===== config.mk =====
export PLATFORM = sky130hd
export DESIGN_NAME = hbs_sequencer
export DESIGN_NICKNAME = d
export VERILOG_FILES = /design/src/hbs_pkg.sv /design/src/hbs_sequencer.sv
export SDC_FILE = /design/constraint.sdc
export NUM_CORES = 1
export LEC_CHECK = 0
export ABC_AREA = 0
export BUFFER_PORTS_ARGS = -buffer_cell sky130_fd_sc_hd__buf_2
export CAP_MARGIN = 25
export CORE_MARGIN = 2
export CORE_UTILIZATION = 40
export DETAILED_ROUTE_END_ITERATION = 10
export SYNTH_ARGS = -nofsm -noshare
export SYNTH_HDL_FRONTEND = slang
export SYNTH_SLANG_ARGS = --single-unit
export TNS_END_PERCENT = 50

===== constraint.sdc =====
create_clock -name clk -period 2.85 [get_ports clk]
set_input_delay 0.285 -clock clk [delete_from_list [all_inputs] [get_ports clk]]
set_output_delay 0.285 -clock clk [all_outputs]
set_load 0.005 [all_outputs]

===== src/hbs_pkg.sv =====
// package: register map, fields and timing constants of the brake sequencer
package hbs_pkg;
    // ------------------------------------------------------------------
    // register byte offsets
    // ------------------------------------------------------------------
    localparam logic [4:0] OFS_CTRL    = 5'h00; // enable, manual bits
    localparam logic [4:0] OFS_ON_DLY  = 5'h04; // on-delay, cycles
    localparam logic [4:0] OFS_OFF_DLY = 5'h08; // off-delay, cycles
    localparam logic [4:0] OFS_TYPE    = 5'h0C; // brake type
    localparam logic [4:0] OFS_STATUS  = 5'h10; // motor status word
    localparam logic [4:0] OFS_CURRENT = 5'h14; // measured brake current
    localparam logic [4:0] OFS_IRQ     = 5'h18; // sticky events, w1c
    localparam logic [4:0] OFS_MASK    = 5'h1C; // interrupt mask

    // ------------------------------------------------------------------
    // control word fields
    // ------------------------------------------------------------------
    localparam int CTL_ENABLE  = 0;
    localparam int CTL_MAN_REL = 1;
    localparam int CTL_MAN_ENG = 2;

    // ------------------------------------------------------------------
    // status word fields
    // ------------------------------------------------------------------
    localparam int ST_READY   = 0;
    localparam int ST_BRK_PWR = 1;
    localparam int ST_CUR_ON  = 2;
    localparam int ST_ZERO    = 3;
    localparam int ST_OPEN    = 4;
    localparam int ST_CLOSED  = 5;
    localparam int ST_MANUAL  = 6;

    // ------------------------------------------------------------------
    // event bits
    // ------------------------------------------------------------------
    localparam int EV_OPENED = 0;
    localparam int EV_CLOSED = 1;
    localparam int EV_NUM    = 2;

    // ------------------------------------------------------------------
    // reset values and widths
    // ------------------------------------------------------------------
    localparam int DLY_W = 24;
    localparam int CUR_W = 16;
    localparam logic [DLY_W-1:0] ON_DLY_RST  = 24'h00007D; // 1 us
    localparam logic [DLY_W-1:0] OFF_DLY_RST = 24'h00007D;
    localparam logic [1:0] TYPE_RST = 2'h0;
    // type 0: fail-safe (powered = open), 1: none fitted,
    // 2: inverted (powered = closed)
    localparam logic [1:0] TYPE_FAILSAFE = 2'h0;
    localparam logic [1:0] TYPE_NONE     = 2'h1;
    localparam logic [1:0] TYPE_INVERT   = 2'h2;

    typedef enum logic [6:0] {
        ST_OFF      = 7'h01,
        ST_OPEN_CUR = 7'h02,
        ST_OPEN_BRK = 7'h04,
        ST_ON_WAIT  = 7'h08,
        ST_RUN      = 7'h10,
        ST_CLS_ZERO = 7'h20,
        ST_OFF_WAIT = 7'h40
    } hbs_state_t;
endpackage


===== src/hbs_sequencer.sv =====
// holding brake sequencer with avalon-mm register slave
`timescale 1ns/100ps
module hbs_sequencer
    import hbs_pkg::*;
(
    input  wire logic             clk,
    input  wire logic             reset_n,
    input  wire logic [4:0]       avs_address,
    input  wire logic             avs_read,
    input  wire logic             avs_write,
    input  wire logic [31:0]      avs_writedata,
    input  wire logic [3:0]       avs_byteenable,
    output logic      [31:0]      avs_readdata,
    output logic                  avs_waitrequest,
    input  wire logic [CUR_W-1:0] brake_current_in,
    output logic                  speed_zero_out,
    output logic                  motor_current_on,
    output logic                  brake_power_on,
    output logic                  axis_ready,
    output logic                  irq
);
    // ------------------------------------------------------------------
    // registers
    // ------------------------------------------------------------------
    logic [2:0]        ctrl_ff;
    logic [DLY_W-1:0]  on_dly_ff;
    logic [DLY_W-1:0]  off_dly_ff;
    logic [1:0]        type_ff;
    logic [EV_NUM-1:0] irq_st_ff;
    logic [EV_NUM-1:0] irq_mask_ff;
    logic [CUR_W-1:0]  cur_s1_ff;
    logic [CUR_W-1:0]  cur_s2_ff;
    logic              ack_ff;
    hbs_state_t        state_ff;
    hbs_state_t        nxt_state;
    logic [DLY_W-1:0]  timer_ff;
    logic [DLY_W-1:0]  nxt_timer;
    logic              seq_pwr;
    logic              brake_open_req;
    logic              man_any;
    logic              nxt_brake_pwr;
    logic [EV_NUM-1:0] ev;
    logic              wr_hit;
    logic [31:0]       status_word;

    // one wait state per access: ack pulses in the cycle after the request
    assign wr_hit = avs_write && !ack_ff;

    // ------------------------------------------------------------------
    // bus handshake
    // ------------------------------------------------------------------
    // waitrequest is high until ack, so every access takes two edges
    always_ff @(posedge clk or negedge reset_n) begin
        if (!reset_n) begin
            ack_ff <= 1'b0;
        end else begin
            ack_ff <= (avs_read || avs_write) && !ack_ff;
        end
    end

    always_ff @(posedge clk or negedge reset_n) begin
        if (!reset_n) begin
            avs_waitrequest <= 1'b1;
        end else begin
            avs_waitrequest <= !((avs_read || avs_write) && !ack_ff);
        end
    end

    // ------------------------------------------------------------------
    // software registers
    // ------------------------------------------------------------------
    // writes commit on the edge where waitrequest is sampled low
    always_ff @(posedge clk or negedge reset_n) begin
        if (!reset_n) begin
            ctrl_ff     <= 3'h0;
            on_dly_ff   <= ON_DLY_RST;
            off_dly_ff  <= OFF_DLY_RST;
            type_ff     <= TYPE_RST;
            irq_mask_ff <= '0;
        end else if (avs_write && ack_ff && avs_byteenable[0]) begin
            case (avs_address)
                OFS_CTRL:    ctrl_ff <= avs_writedata[2:0];
                OFS_ON_DLY:  on_dly_ff <= avs_writedata[DLY_W-1:0];
                OFS_OFF_DLY: off_dly_ff <= avs_writedata[DLY_W-1:0];
                OFS_TYPE:    type_ff <= avs_writedata[1:0];
                OFS_MASK:    irq_mask_ff <= avs_writedata[EV_NUM-1:0];
                default:     ;
            endcase
        end
    end

    // ------------------------------------------------------------------
    // brake current sampling
    // ------------------------------------------------------------------
    // the measurement comes from another domain; two stages before use
    always_ff @(posedge clk or negedge reset_n) begin
        if (!reset_n) begin
            cur_s1_ff <= '0;
            cur_s2_ff <= '0;
        end else begin
            cur_s1_ff <= brake_current_in;
            cur_s2_ff <= cur_s1_ff;
        end
    end

    // ------------------------------------------------------------------
    // sequence state machine
    // ------------------------------------------------------------------
    // each step of open and close takes one state, so order is visible
    always_comb begin
        nxt_state = state_ff;
        nxt_timer = timer_ff;
        case (state_ff)
            ST_OFF: begin
                if (ctrl_ff[CTL_ENABLE]) begin
                    nxt_state = ST_OPEN_CUR;
                end
            end
            ST_OPEN_CUR: begin
                nxt_state = ST_OPEN_BRK;
            end
            ST_OPEN_BRK: begin
                nxt_state = ST_ON_WAIT;
                nxt_timer = on_dly_ff;
            end
            ST_ON_WAIT: begin
                if (!ctrl_ff[CTL_ENABLE]) begin
                    nxt_state = ST_CLS_ZERO;
                end else if (timer_ff <= 24'h000001) begin
                    nxt_state = ST_RUN;
                end else begin
                    nxt_timer = timer_ff - 24'h000001;
                end
            end
            ST_RUN: begin
                if (!ctrl_ff[CTL_ENABLE]) begin
                    nxt_state = ST_CLS_ZERO;
                end
            end
            ST_CLS_ZERO: begin
                nxt_state = ST_OFF_WAIT;
                nxt_timer = off_dly_ff;
            end
            ST_OFF_WAIT: begin
                if (timer_ff <= 24'h000001) begin
                    nxt_state = ST_OFF;
                end else begin
                    nxt_timer = timer_ff - 24'h000001;
                end
            end
            default: begin
                nxt_state = ST_OFF;
            end
        endcase
    end

    always_ff @(posedge clk or negedge reset_n) begin
        if (!reset_n) begin
            state_ff <= ST_OFF;
            timer_ff <= '0;
        end else begin
            state_ff <= nxt_state;
            timer_ff <= nxt_timer;
        end
    end

    // ------------------------------------------------------------------
    // output drive
    // ------------------------------------------------------------------
    // internal request: brake wanted open from power-up step to close step;
    // decoded from the next state so the registered supply changes on the
    // same edge as the state, one edge after current on, one after zeroing
    assign seq_pwr = (nxt_state == ST_OPEN_BRK) || (nxt_state == ST_ON_WAIT)
                   || (nxt_state == ST_RUN) || (nxt_state == ST_CLS_ZERO);
    assign man_any = ctrl_ff[CTL_MAN_REL] || ctrl_ff[CTL_MAN_ENG];

    // manual bits win over the sequence, engage over release; the
    // override ignores current feed, so a loaded axis may sag
    always_comb begin
        if (ctrl_ff[CTL_MAN_ENG]) begin
            brake_open_req = 1'b0;
        end else if (ctrl_ff[CTL_MAN_REL]) begin
            brake_open_req = 1'b1;
        end else begin
            brake_open_req = seq_pwr;
        end
    end

    // type maps the wanted brake position to supply polarity
    always_comb begin
        case (type_ff)
            TYPE_NONE:   nxt_brake_pwr = 1'b0;
            TYPE_INVERT: nxt_brake_pwr = !brake_open_req;
            default:     nxt_brake_pwr = brake_open_req;
        endcase
    end

    always_ff @(posedge clk or negedge reset_n) begin
        if (!reset_n) begin
            speed_zero_out   <= 1'b1;
            motor_current_on <= 1'b0;
            brake_power_on   <= 1'b0;
            axis_ready       <= 1'b0;
        end else begin
            // speed held at zero everywhere except ready operation
            speed_zero_out   <= (nxt_state != ST_RUN);
            motor_current_on <= (nxt_state != ST_OFF);
            brake_power_on   <= nxt_brake_pwr;
            axis_ready       <= (nxt_state == ST_RUN);
        end
    end

    // ------------------------------------------------------------------
    // events and interrupt
    // ------------------------------------------------------------------
    assign ev[EV_OPENED] = (state_ff == ST_ON_WAIT) && (nxt_state == ST_RUN);
    assign ev[EV_CLOSED] = (state_ff == ST_OFF_WAIT) && (nxt_state == ST_OFF);

    // a new event in the clearing cycle stays set
    always_ff @(posedge clk or negedge reset_n) begin
        if (!reset_n) begin
            irq_st_ff <= '0;
        end else if (avs_write && ack_ff && avs_address == OFS_IRQ) begin
            irq_st_ff <= (irq_st_ff & ~avs_writedata[EV_NUM-1:0]) | ev;
        end else begin
            irq_st_ff <= irq_st_ff | ev;
        end
    end

    always_ff @(posedge clk or negedge reset_n) begin
        if (!reset_n) begin
            irq <= 1'b0;
        end else begin
            irq <= |(irq_st_ff & irq_mask_ff);
        end
    end

    // ------------------------------------------------------------------
    // read path
    // ------------------------------------------------------------------
    always_comb begin
        status_word = 32'h0000_0000;
        status_word[ST_READY]   = axis_ready;
        status_word[ST_BRK_PWR] = brake_power_on;
        status_word[ST_CUR_ON]  = motor_current_on;
        status_word[ST_ZERO]    = speed_zero_out;
        status_word[ST_OPEN]    = (state_ff == ST_RUN);
        status_word[ST_CLOSED]  = (state_ff == ST_OFF);
        status_word[ST_MANUAL]  = man_any;
    end

    // data is registered together with the ack; unmapped reads give zero
    always_ff @(posedge clk or negedge reset_n) begin
        if (!reset_n) begin
            avs_readdata <= 32'h0000_0000;
        end else if (avs_read && !ack_ff) begin
            case (avs_address)
                OFS_CTRL:    avs_readdata <= {29'h0, ctrl_ff};
                OFS_ON_DLY:  avs_readdata <= {8'h00, on_dly_ff};
                OFS_OFF_DLY: avs_readdata <= {8'h00, off_dly_ff};
                OFS_TYPE:    avs_readdata <= {30'h0, type_ff};
                OFS_STATUS:  avs_readdata <= status_word;
                OFS_CURRENT: avs_readdata <= {16'h0000, cur_s2_ff};
                OFS_IRQ:     avs_readdata <= {30'h0, irq_st_ff};
                OFS_MASK:    avs_readdata <= {30'h0, irq_mask_ff};
                default:     avs_readdata <= 32'h0000_0000;
            endcase
        end
    end

    // unused write lanes above byte 0 are not decoded
    logic unused_wr;
    assign unused_wr = wr_hit;
endmodule


### Yosys cells after proc, flatten, opt, wreduce, memory -nomap -nowiden

Index checks and enable logic that the tools add are counted.

| operators by class | value |
|---|---|
| add/subtract/negate cells | 1 |
| magnitude comparators | 1 |
| equal/unequal tests | 24 |
| mux-type cells | 14 |
| bitwise gates (word level) | 5 |
| reductions and logical operators | 24 |

Operators by type and width:

| kind | count |
|---|---|
| $pmux W24 S8 | 1 |
| $pmux W24 S4 | 1 |
| $pmux W7 S7 | 1 |
| $mux W24 | 2 |
| $mux W7 | 5 |
| $le A24 B1 Y1 const B | 1 |
| $sub A24 B1 Y24 const B | 1 |
| $eq A5 B5 Y1 const B | 4 |
| $eq A7 B1 Y1 const B | 2 |
| $eq A7 B3 Y1 const B | 2 |
| $eq A7 B4 Y1 const B | 2 |
| $eq A7 B5 Y1 const B | 2 |
| $eq A7 B6 Y1 const B | 2 |
| $reduce_and A2 Y1 | 6 |
| $eq A5 B4 Y1 const B | 2 |
| $eq A7 B2 Y1 const B | 1 |
| $eq A7 B7 Y1 const B | 1 |
| $logic_and A1 B1 Y1 | 7 |
| $ne A7 B1 Y1 const B | 1 |
| $ne A7 B5 Y1 const B | 1 |
| $eq A5 B3 Y1 const B | 1 |
| $logic_not A5 Y1 | 1 |
| $logic_or A1 B1 Y1 | 5 |
| $and A2 B2 Y2 | 2 |
| other kinds (11) | 15 |

| storage, ports and cells | value |
|---|---|
| bits in registers | 159 |
| input port bits | 61 |
| output and inout port bits | 38 |
| logic and storage cells | 87 |

### Depth between registers and ports, before layout

Gate-level depths: netlist (run 1).

| depth | value |
|---|---|
| depth in word-level cells | 12 |
| gate-level depth with buffers | 9 |
| gate-level depth less buffers | 7 |

### Worst setup path after synthesis (run 1)

OpenSTA, ideal clock, no wires.

| timing path | value |
|---|---|
| path kind | register -> register |
| start | register state_ff[6] |
| end | register timer_ff[19] |
| library setup time | 135 ps |
| arrival | 2087 ps |
| data required time | 2715 ps |
| slack | 627 ps |
| stages on the path, launching flop included | 7 |
| path buffers | 1 |
| clock period less this slack | 2223 ps |
| path through | dfrtp_1 > buf_6 > or4_4 > or4b_4 > and2_4 > a221oi_1 > o22ai_1 |

| between the ends | value |
|---|---|
| cells in the longest elaborated chain, start to end | 3 |
| elaborated cells between the ends (all ways) | 8 |
| classes of those cells | eq/ne: 5; mux: 1; reduce/logical: 2 |

Ends and longest elaborated chain:

| item | line | RTL |
|---|---|---|
| start, declared | hbs_sequencer.sv:34 | `hbs_state_t state_ff;` |
| start signal, assigned | hbs_sequencer.sv:162 | `state_ff <= nxt_state;` |
| $eq A7 B4 Y1, or another cell as far along | hbs_sequencer.sv:113 | `case (state_ff)` |
| $reduce_bool A4 Y1 (no line) / $ne A2 B2 Y1 (equally long branches) | -- |  |
| $reduce_and A2 Y1 (no line) | -- |  |
| end signal, assigned | hbs_sequencer.sv:163 | `timer_ff <= nxt_timer;` |
| end, declared | hbs_sequencer.sv:36 | `logic [DLY_W-1:0] timer_ff;` |

Several ways; a longest one is shown, not always the timed one.
A chain may end at the register's enable or synchronous reset.

### Final worst setup path (run 1)

| timing path | value |
|---|---|
| start | register timer_ff[21] |
| end | register timer_ff[6] |

| between the ends | value |
|---|---|
| cells in the longest elaborated chain, start to end | 4 |

Ends and longest elaborated chain:

| item | line |
|---|---|
| $le A24 B1 Y1 (*) | hbs_sequencer.sv:129, hbs_sequencer.sv:145 |
| $mux W24 (*) | -- |
| $mux W24 | -- |
| $pmux W24 S4 (*) | -- |

Mark *: on every way between the ends. The rest lies on a longest branch, timed or not. The select of a mux whose other input is x is not followed.

==> flow_metrics.env, run 1 <==
export IMPL_run_status="complete, no violations"
export IMPL_cts_post_setup_buffers_inserted=0
export IMPL_setup_violations_final=0
export IMPL_min_path_type="primary input to flop"
export IMPL_gr_usage_all_layers_pct=19.5
export IMPL_n_antenna_cell=0
export IMPL_vias=5319
export IMPL_routed_wl_um=17200
export IMPL_die_x_um=135
export IMPL_cts_sinks=151
export IMPL_path_delay_family="simple AND/OR/NAND/NOR gates"
export IMPL_grt_pass1_wl_um=27600
export IMPL_antenna_found_initial=0
export IMPL_fin_crit_ns=2.58
export IMPL_area_delta_synth_final_pct=20.7
export IMPL_power_density_nw_per_um2=851
export IMPL_grt_overflow_total=0
export IMPL_p_leak_nw=3.77
export IMPL_internal_power_mw=4.57
export IMPL_postCtsHoldBufs=17
export IMPL_slew_headroom_pct=51.7
export IMPL_preCtsSetupSlack_ns=0.277
export IMPL_p_total_mw=7.10
export IMPL_fp_dieArea_um2=18300
export IMPL_power_switching_mw=2.53
export IMPL_netlist_area_leader_share_pct=49.3
export IMPL_routed_via_density=5.62
export IMPL_worstSetupEndpointType="flop"
export IMPL_power_frac_comb_pct=31.9
export IMPL_die_h_um=135
export IMPL_yosys_warnings=0
export IMPL_setup_tns_ns=0
export IMPL_synthFlopType="dfrtp_1"
export IMPL_core_um2=17100
export IMPL_max_stage_delay_ns=0.57
export IMPL_crit_start="timer_ff[21]"
export IMPL_report_final_slew_viol_count=0
export IMPL_crit_required_ns=3.19
export IMPL_nets=773
export IMPL_final_cells=947
export IMPL_cts_root_buf="clkbuf_16"
export IMPL_fmax_ghz=0.387
export IMPL_h_tree_depth=4
export IMPL_wl_per_cell_um=18.2
export IMPL_initial_core_util_pct=40.4
export IMPL_hp_start="avs_writedata[7]"
export IMPL_start_kind="flop"
export IMPL_yosysSeqAreaShare_pct=55.0
export IMPL_drive_gt1_share_pct=31.4
export IMPL_grt_max_degree=78
export IMPL_path_max_fanout=11
export IMPL_timing_rr_start="timer_ff[21]"
export IMPL_cts_max_path_buffers=2
export IMPL_power_share_sequential_pct=38.3
export IMPL_n_fill_cell=1583
export IMPL_place_hpwl_um=12000
export IMPL_io_buffer_count=79
export IMPL_cts_buffers=17
export IMPL_rsz0062_at_grt="false"
export IMPL_critical_path_slowest_cell="or4_4"
export IMPL_num_rows=48
export IMPL_post_place_cells=898
export IMPL_critPathBufInv=1
export IMPL_cts_tree="yes"
export IMPL_final_common_cell="dfrtp_1"
export IMPL_utilization_pct=48.7
export IMPL_synth_edff_count=0
export IMPL_fin_ws_ns=0.267
export IMPL_synth_seq_cells=151
export IMPL_worst_pin_slew_ns=0.724
export IMPL_p_clk_share_pct=29.8
export IMPL_ir_worst_vdd_mv=0.461
export IMPL_period_share_pct=90.6
export IMPL_synth_distinct_cells=69
export IMPL_most_common_layout_cells="136 x dfrtp_1, 78 x buf_2, 53 x mux2_2"
export IMPL_syn_area_per_cell_um2=11.4
export IMPL_grt_pass1_vias=5157
export IMPL_first_pass_iters=7
export IMPL_ant_nets=0
export IMPL_yosys_area_top_type="dfrtp_1"
export IMPL_cp_cell_sequence="or4_4 > or4b_4 > o21a_1 > buf_4 > o22ai_1 > o2bb2ai_1"
export IMPL_drt_initial_drc_count=486
export IMPL_gp_congestion=0.851
export IMPL_drc_errors=0
export IMPL_syn_instance_count=606
export IMPL_synth_area_top_cells="dfrtp_1 49%, mux2_2 8.6%, dfstp_2 5.7%, o21ai_0 3.4%, nand2_1 2.6%"
export IMPL_async_flop_share_pct=100
export IMPL_finClkSkew_ns=0.00748
export IMPL_crit_type="flop to flop"
export IMPL_crit_arrival_ns=2.92
export IMPL_postCtsResizedCells=0
export IMPL_clk_latency_ns=0.42
export IMPL_syn_area_um2=6910
export IMPL_clk_pin_slew_ns=0.06
export IMPL_sw_frac_of_total_pct=35.6
export IMPL_io_pins=99
export IMPL_drv_cap=0
export IMPL_finalHoldViolCount=0
Yosys cell counts, types with 4 or more instances:
library cell	instances
clkbuf_1	27
nand3_1	9
a222oi_1	13
nor4_1	9
mux2_2	53
nand2b_1	4
dfstp_2	15
xor2_1	4
a211oi_1	6
nor3b_1	4
o21ai_0	47
dfrtp_1	136
nand2_1	47
a221oi_1	14
o22ai_1	10
buf_4	10
nand4_1	4
or2_2	4
nor3_1	15
a22oi_1	19
o2bb2ai_1	15
mux2i_1	4
a21oi_1	6
nor2_1	29
inv_1	16
or3_1	4
and3_1	6
a22o_1	8
o21ai_1	6
final timing paths:
path                                 end  slack (ns)  cells past startpoint
max                          timer_ff[6]        0.27                      6
min                         on_dly_ff[7]        0.11                      2
max reg2reg                  timer_ff[6]        0.27                      6
min reg2reg                cur_s2_ff[13]        0.35                      0
max in group asynchronous   on_dly_ff[0]        1.59                      3
min in group asynchronous   cur_s2_ff[3]        0.46                      2
power by group through the flow:
stage	clock, mW	combinational, mW	sequential, mW
global route	2.27	2.49	2.76
detailed placement	0	2.22	2.74
finish	2.12	2.26	2.72
global placement	0	2.20	2.73
floorplan	0	1.56	2.65
CTS	2.16	2.25	2.71
registers in the layout (all words and copies together) (netlist names):
register / flops
motor_current_on: 1
timer_ff: 24
irq: 1
ctrl_ff: 3
avs_waitrequest: 1
speed_zero_out: 1
ack_ff: 1
on_dly_ff: 24
off_dly_ff: 24
avs_readdata: 24
axis_ready: 1
cur_s2_ff: 16
state_ff: 7
irq_mask_ff: 2
cur_s1_ff: 16
type_ff: 2
irq_st_ff: 2
brake_power_on: 1
final cells by class:
class,instances,area [um^2],area share [%]
Inverter,16,60.1,0.720
Clock buffer,21,470,5.64
Timing Repair Buffer,121,772,9.26
Clock inverter,11,91.3,1.10
Sequential cell,151,3800,45.5
Multi-Input combinational cell,402,2870,34.4
Tap cell,225,282,3.38
metal layers:
layer  part of all wire [%]  vias up  routed length [um]  GRT usage [%]
li1                       -     2469                   -              -
met1                     47     2637                8110           28.1
met2                     46      198                7930           29.5
met3                    6.0       15                1030           4.64
met4                   0.85        0                 146           5.15
met5                      0        -                   0              0
per-stage QoR:
step	hold WS, ns	cell area [um^2]
after floorplan	-0.0106	6940
after global placement	0.331	7610
after detailed placement	0.335	7610
after CTS	0.0925	8340
after global routing	0.0950	8340
final	0.110	8340
cells by family after synthesis:
logic type / synth area share [%]
AO/OA/AOI/OAI: 17.7
AND/OR/NAND/NOR: 12.7
flip-flops: 55.0
buffers and inverters: 4.18
multiplexers: 9.22
XOR/XNOR: 0.634
adder cells (fa/ha/maj): 0.543
other: 0.0543
No activity file was read; power rests on OpenSTA's default activity.
==> inputs of run 2 (changes only) <==
--- a/config.mk
+++ b/config.mk
@@ -11,6 +11,7 @@
 export CORE_MARGIN = 2
 export CORE_UTILIZATION = 40
 export DETAILED_ROUTE_END_ITERATION = 10
+export PLACE_DENSITY = 0.67
 export SYNTH_ARGS = -nofsm -noshare
 export SYNTH_HDL_FRONTEND = slang
 export SYNTH_SLANG_ARGS = --single-unit
==> constraint.sdc (replaced) <==
create_clock -name clk -period 2.6 [get_ports clk]
set_input_delay 0.26 -clock clk [delete_from_list [all_inputs] [get_ports clk]]
set_output_delay 0.26 -clock clk [all_outputs]
set_load 0.005 [all_outputs]
==> run 2 against run 1 <==
Compared with the run above:
- clock skew up 0.0025 ns
- register-to-register slack got worse by 0.08 ns
- worst hold slack got worse by 0.030 ns
- die area is the same
- via count grew 2.0%
- largest power group unchanged
- fmax rose by 7.0%
- sequential share of layout area fell by 1.1 points
- critical path depth unchanged
- cell area grew 2.4%
- setup slack worse by 0.082 ns
- highest routed layer unchanged
- non-clock buffer count is 19 higher
- first-iteration DRC count decreased by 4.5%
==> flow_metrics.env, run 2 (same netlist as run 1, synthesis figures left out) <==
export IMPL_worstSetupEndpointType="flop"
export IMPL_crit_type="flop to flop"
export IMPL_finClkSkew_ns=0.00997
export IMPL_grt_pass1_wl_um=28700
export IMPL_cts_tree="yes"
export IMPL_p_leak_nw=3.89
export IMPL_start_kind="flop"
export IMPL_finalHoldViolCount=0
export IMPL_grt_pass1_vias=5425
export IMPL_setup_tns_ns=0
export IMPL_cts_max_path_buffers=2
export IMPL_ant_nets=0
export IMPL_crit_arrival_ns=2.76
export IMPL_cp_cell_sequence="or4_4 > or4b_4 > o21a_2 > buf_4 > o22ai_1 > o2bb2ai_1"
export IMPL_die_x_um=135
export IMPL_final_cells=966
export IMPL_first_pass_iters=5
export IMPL_n_antenna_cell=0
export IMPL_ir_worst_vdd_mv=0.636
export IMPL_io_pins=99
export IMPL_clk_pin_slew_ns=0.06
export IMPL_period_share_pct=92.9
export IMPL_drv_cap=0
export IMPL_run_status="complete, no violations"
export IMPL_post_place_cells=914
export IMPL_most_common_layout_cells="136 x dfrtp_1, 78 x buf_2, 53 x mux2_2"
export IMPL_gr_usage_all_layers_pct=20.2
export IMPL_rsz0062_at_grt="false"
export IMPL_vias=5424
export IMPL_antenna_found_initial=0
export IMPL_internal_power_mw=5.54
export IMPL_power_density_nw_per_um2=980
export IMPL_fmax_ghz=0.414
export IMPL_core_um2=17100
export IMPL_h_tree_depth=4
export IMPL_gp_congestion=0.923
export IMPL_slew_headroom_pct=53.3
export IMPL_worst_pin_slew_ns=0.699
export IMPL_nets=792
export IMPL_report_final_slew_viol_count=0
export IMPL_cts_sinks=151
export IMPL_area_delta_synth_final_pct=23.6
export IMPL_fp_dieArea_um2=18300
export IMPL_power_share_sequential_pct=35.4
export IMPL_min_path_type="primary input to flop"
export IMPL_preCtsSetupSlack_ns=0.0508
export IMPL_clk_latency_ns=0.43
export IMPL_fin_ws_ns=0.185
export IMPL_sw_frac_of_total_pct=33.8
export IMPL_max_stage_delay_ns=0.58
export IMPL_grt_max_degree=68
export IMPL_place_hpwl_um=12200
export IMPL_routed_wl_um=17500
export IMPL_drive_gt1_share_pct=32.9
export IMPL_power_frac_comb_pct=33.6
export IMPL_crit_required_ns=2.95
export IMPL_whs_ns=0.0797
export IMPL_cts_root_buf="clkbuf_16"
export IMPL_setup_violations_final=0
export IMPL_grt_overflow_total=0
export IMPL_num_rows=48
export IMPL_path_max_fanout=10
export IMPL_wl_per_cell_um=18.1
export IMPL_initial_core_util_pct=40.4
export IMPL_routed_via_density=5.61
export IMPL_io_buffer_count=79
export IMPL_drt_initial_drc_count=464
export IMPL_p_clk_share_pct=31.0
export IMPL_critical_path_slowest_cell="or4_4"
export IMPL_cts_buffers=17
export IMPL_fin_crit_ns=2.41
export IMPL_p_total_mw=8.36
export IMPL_final_common_cell="dfrtp_1"
export IMPL_power_switching_mw=2.83
export IMPL_drc_errors=0
export IMPL_die_h_um=135
[run 2: cell types whose count changed in the layout (fill, tap and decap cells not counted), sizes merged]
cell	delta
buf	+19
bufinv	+4
clkinv	-2
clkinvlp	-1
inv	-1
[run 2: per-layer routing]
metal	track usage, %	wire length (um)	part of all wire, %	vias to the layer above
met1	27.9	8060	46	2690
met3	4.75	955	5.5	25
met5	0	0	0	-
met4	7.23	254	1.5	0
met2	31.2	8250	47	190
li1	-	-	-	2519
[run 2: repair_timing]
action,CTS,global route
buffers inserted,0,3
hold buffers,17,0
gates resized for setup,0,1
hold endpoints to repair,66,0
setup endpoints to repair,0,2
[run 2: cell type report]
type | count | area [um^2]
Fill cell | 1512 | 8580
Multi-Input combinational cell | 402 | 2870
Clock buffer | 21 | 440
Tap cell | 225 | 282
Sequential cell | 151 | 3800
Timing Repair Buffer | 140 | 915
Inverter | 16 | 60.1
Clock inverter | 11 | 175
[run 2: worst max-delay path: cells and delay by family, from the launching register on]
kind            cells  cell delay (ns)
compound gates      3             0.66
flops               1             0.40
simple gates        2             1.08
buf+inv             1             0.20
[run 2: power by group through the flow]
stage	Combinational [mW]	Sequential, mW	Clock [mW]
3_5_place_dp	2.75	2.98	0
5_1_grt	3.09	3.00	2.76
6_report	2.81	2.96	2.60
2_1_floorplan	1.71	2.90	0
4_1_cts	2.78	2.95	2.64
3_3_place_gp	2.70	2.97	0
[run 2: worst paths after layout]
kind	from	to	slack, ns	cells past startpoint
setup / recovery	timer_ff[21]	timer_ff[6]	0.19	6
hold / removal	avs_writedata[3]	on_dly_ff[3]	0.08	2
setup reg to reg	timer_ff[21]	timer_ff[6]	0.19	6
hold reg to reg	cur_s1_ff[2]	cur_s2_ff[2]	0.35	0
max in group asynchronous	reset_n	on_dly_ff[0]	1.38	3
min in group asynchronous	reset_n	cur_s2_ff[1]	0.35	2
[run 2: through the flow]
step	utilization (%)	instance area, um^2
after detailed placement	45.1	7730
after global placement	45.1	7730
after floorplan	-	6940
final	49.9	8540
after global routing	49.9	8540
after CTS	49.7	8510
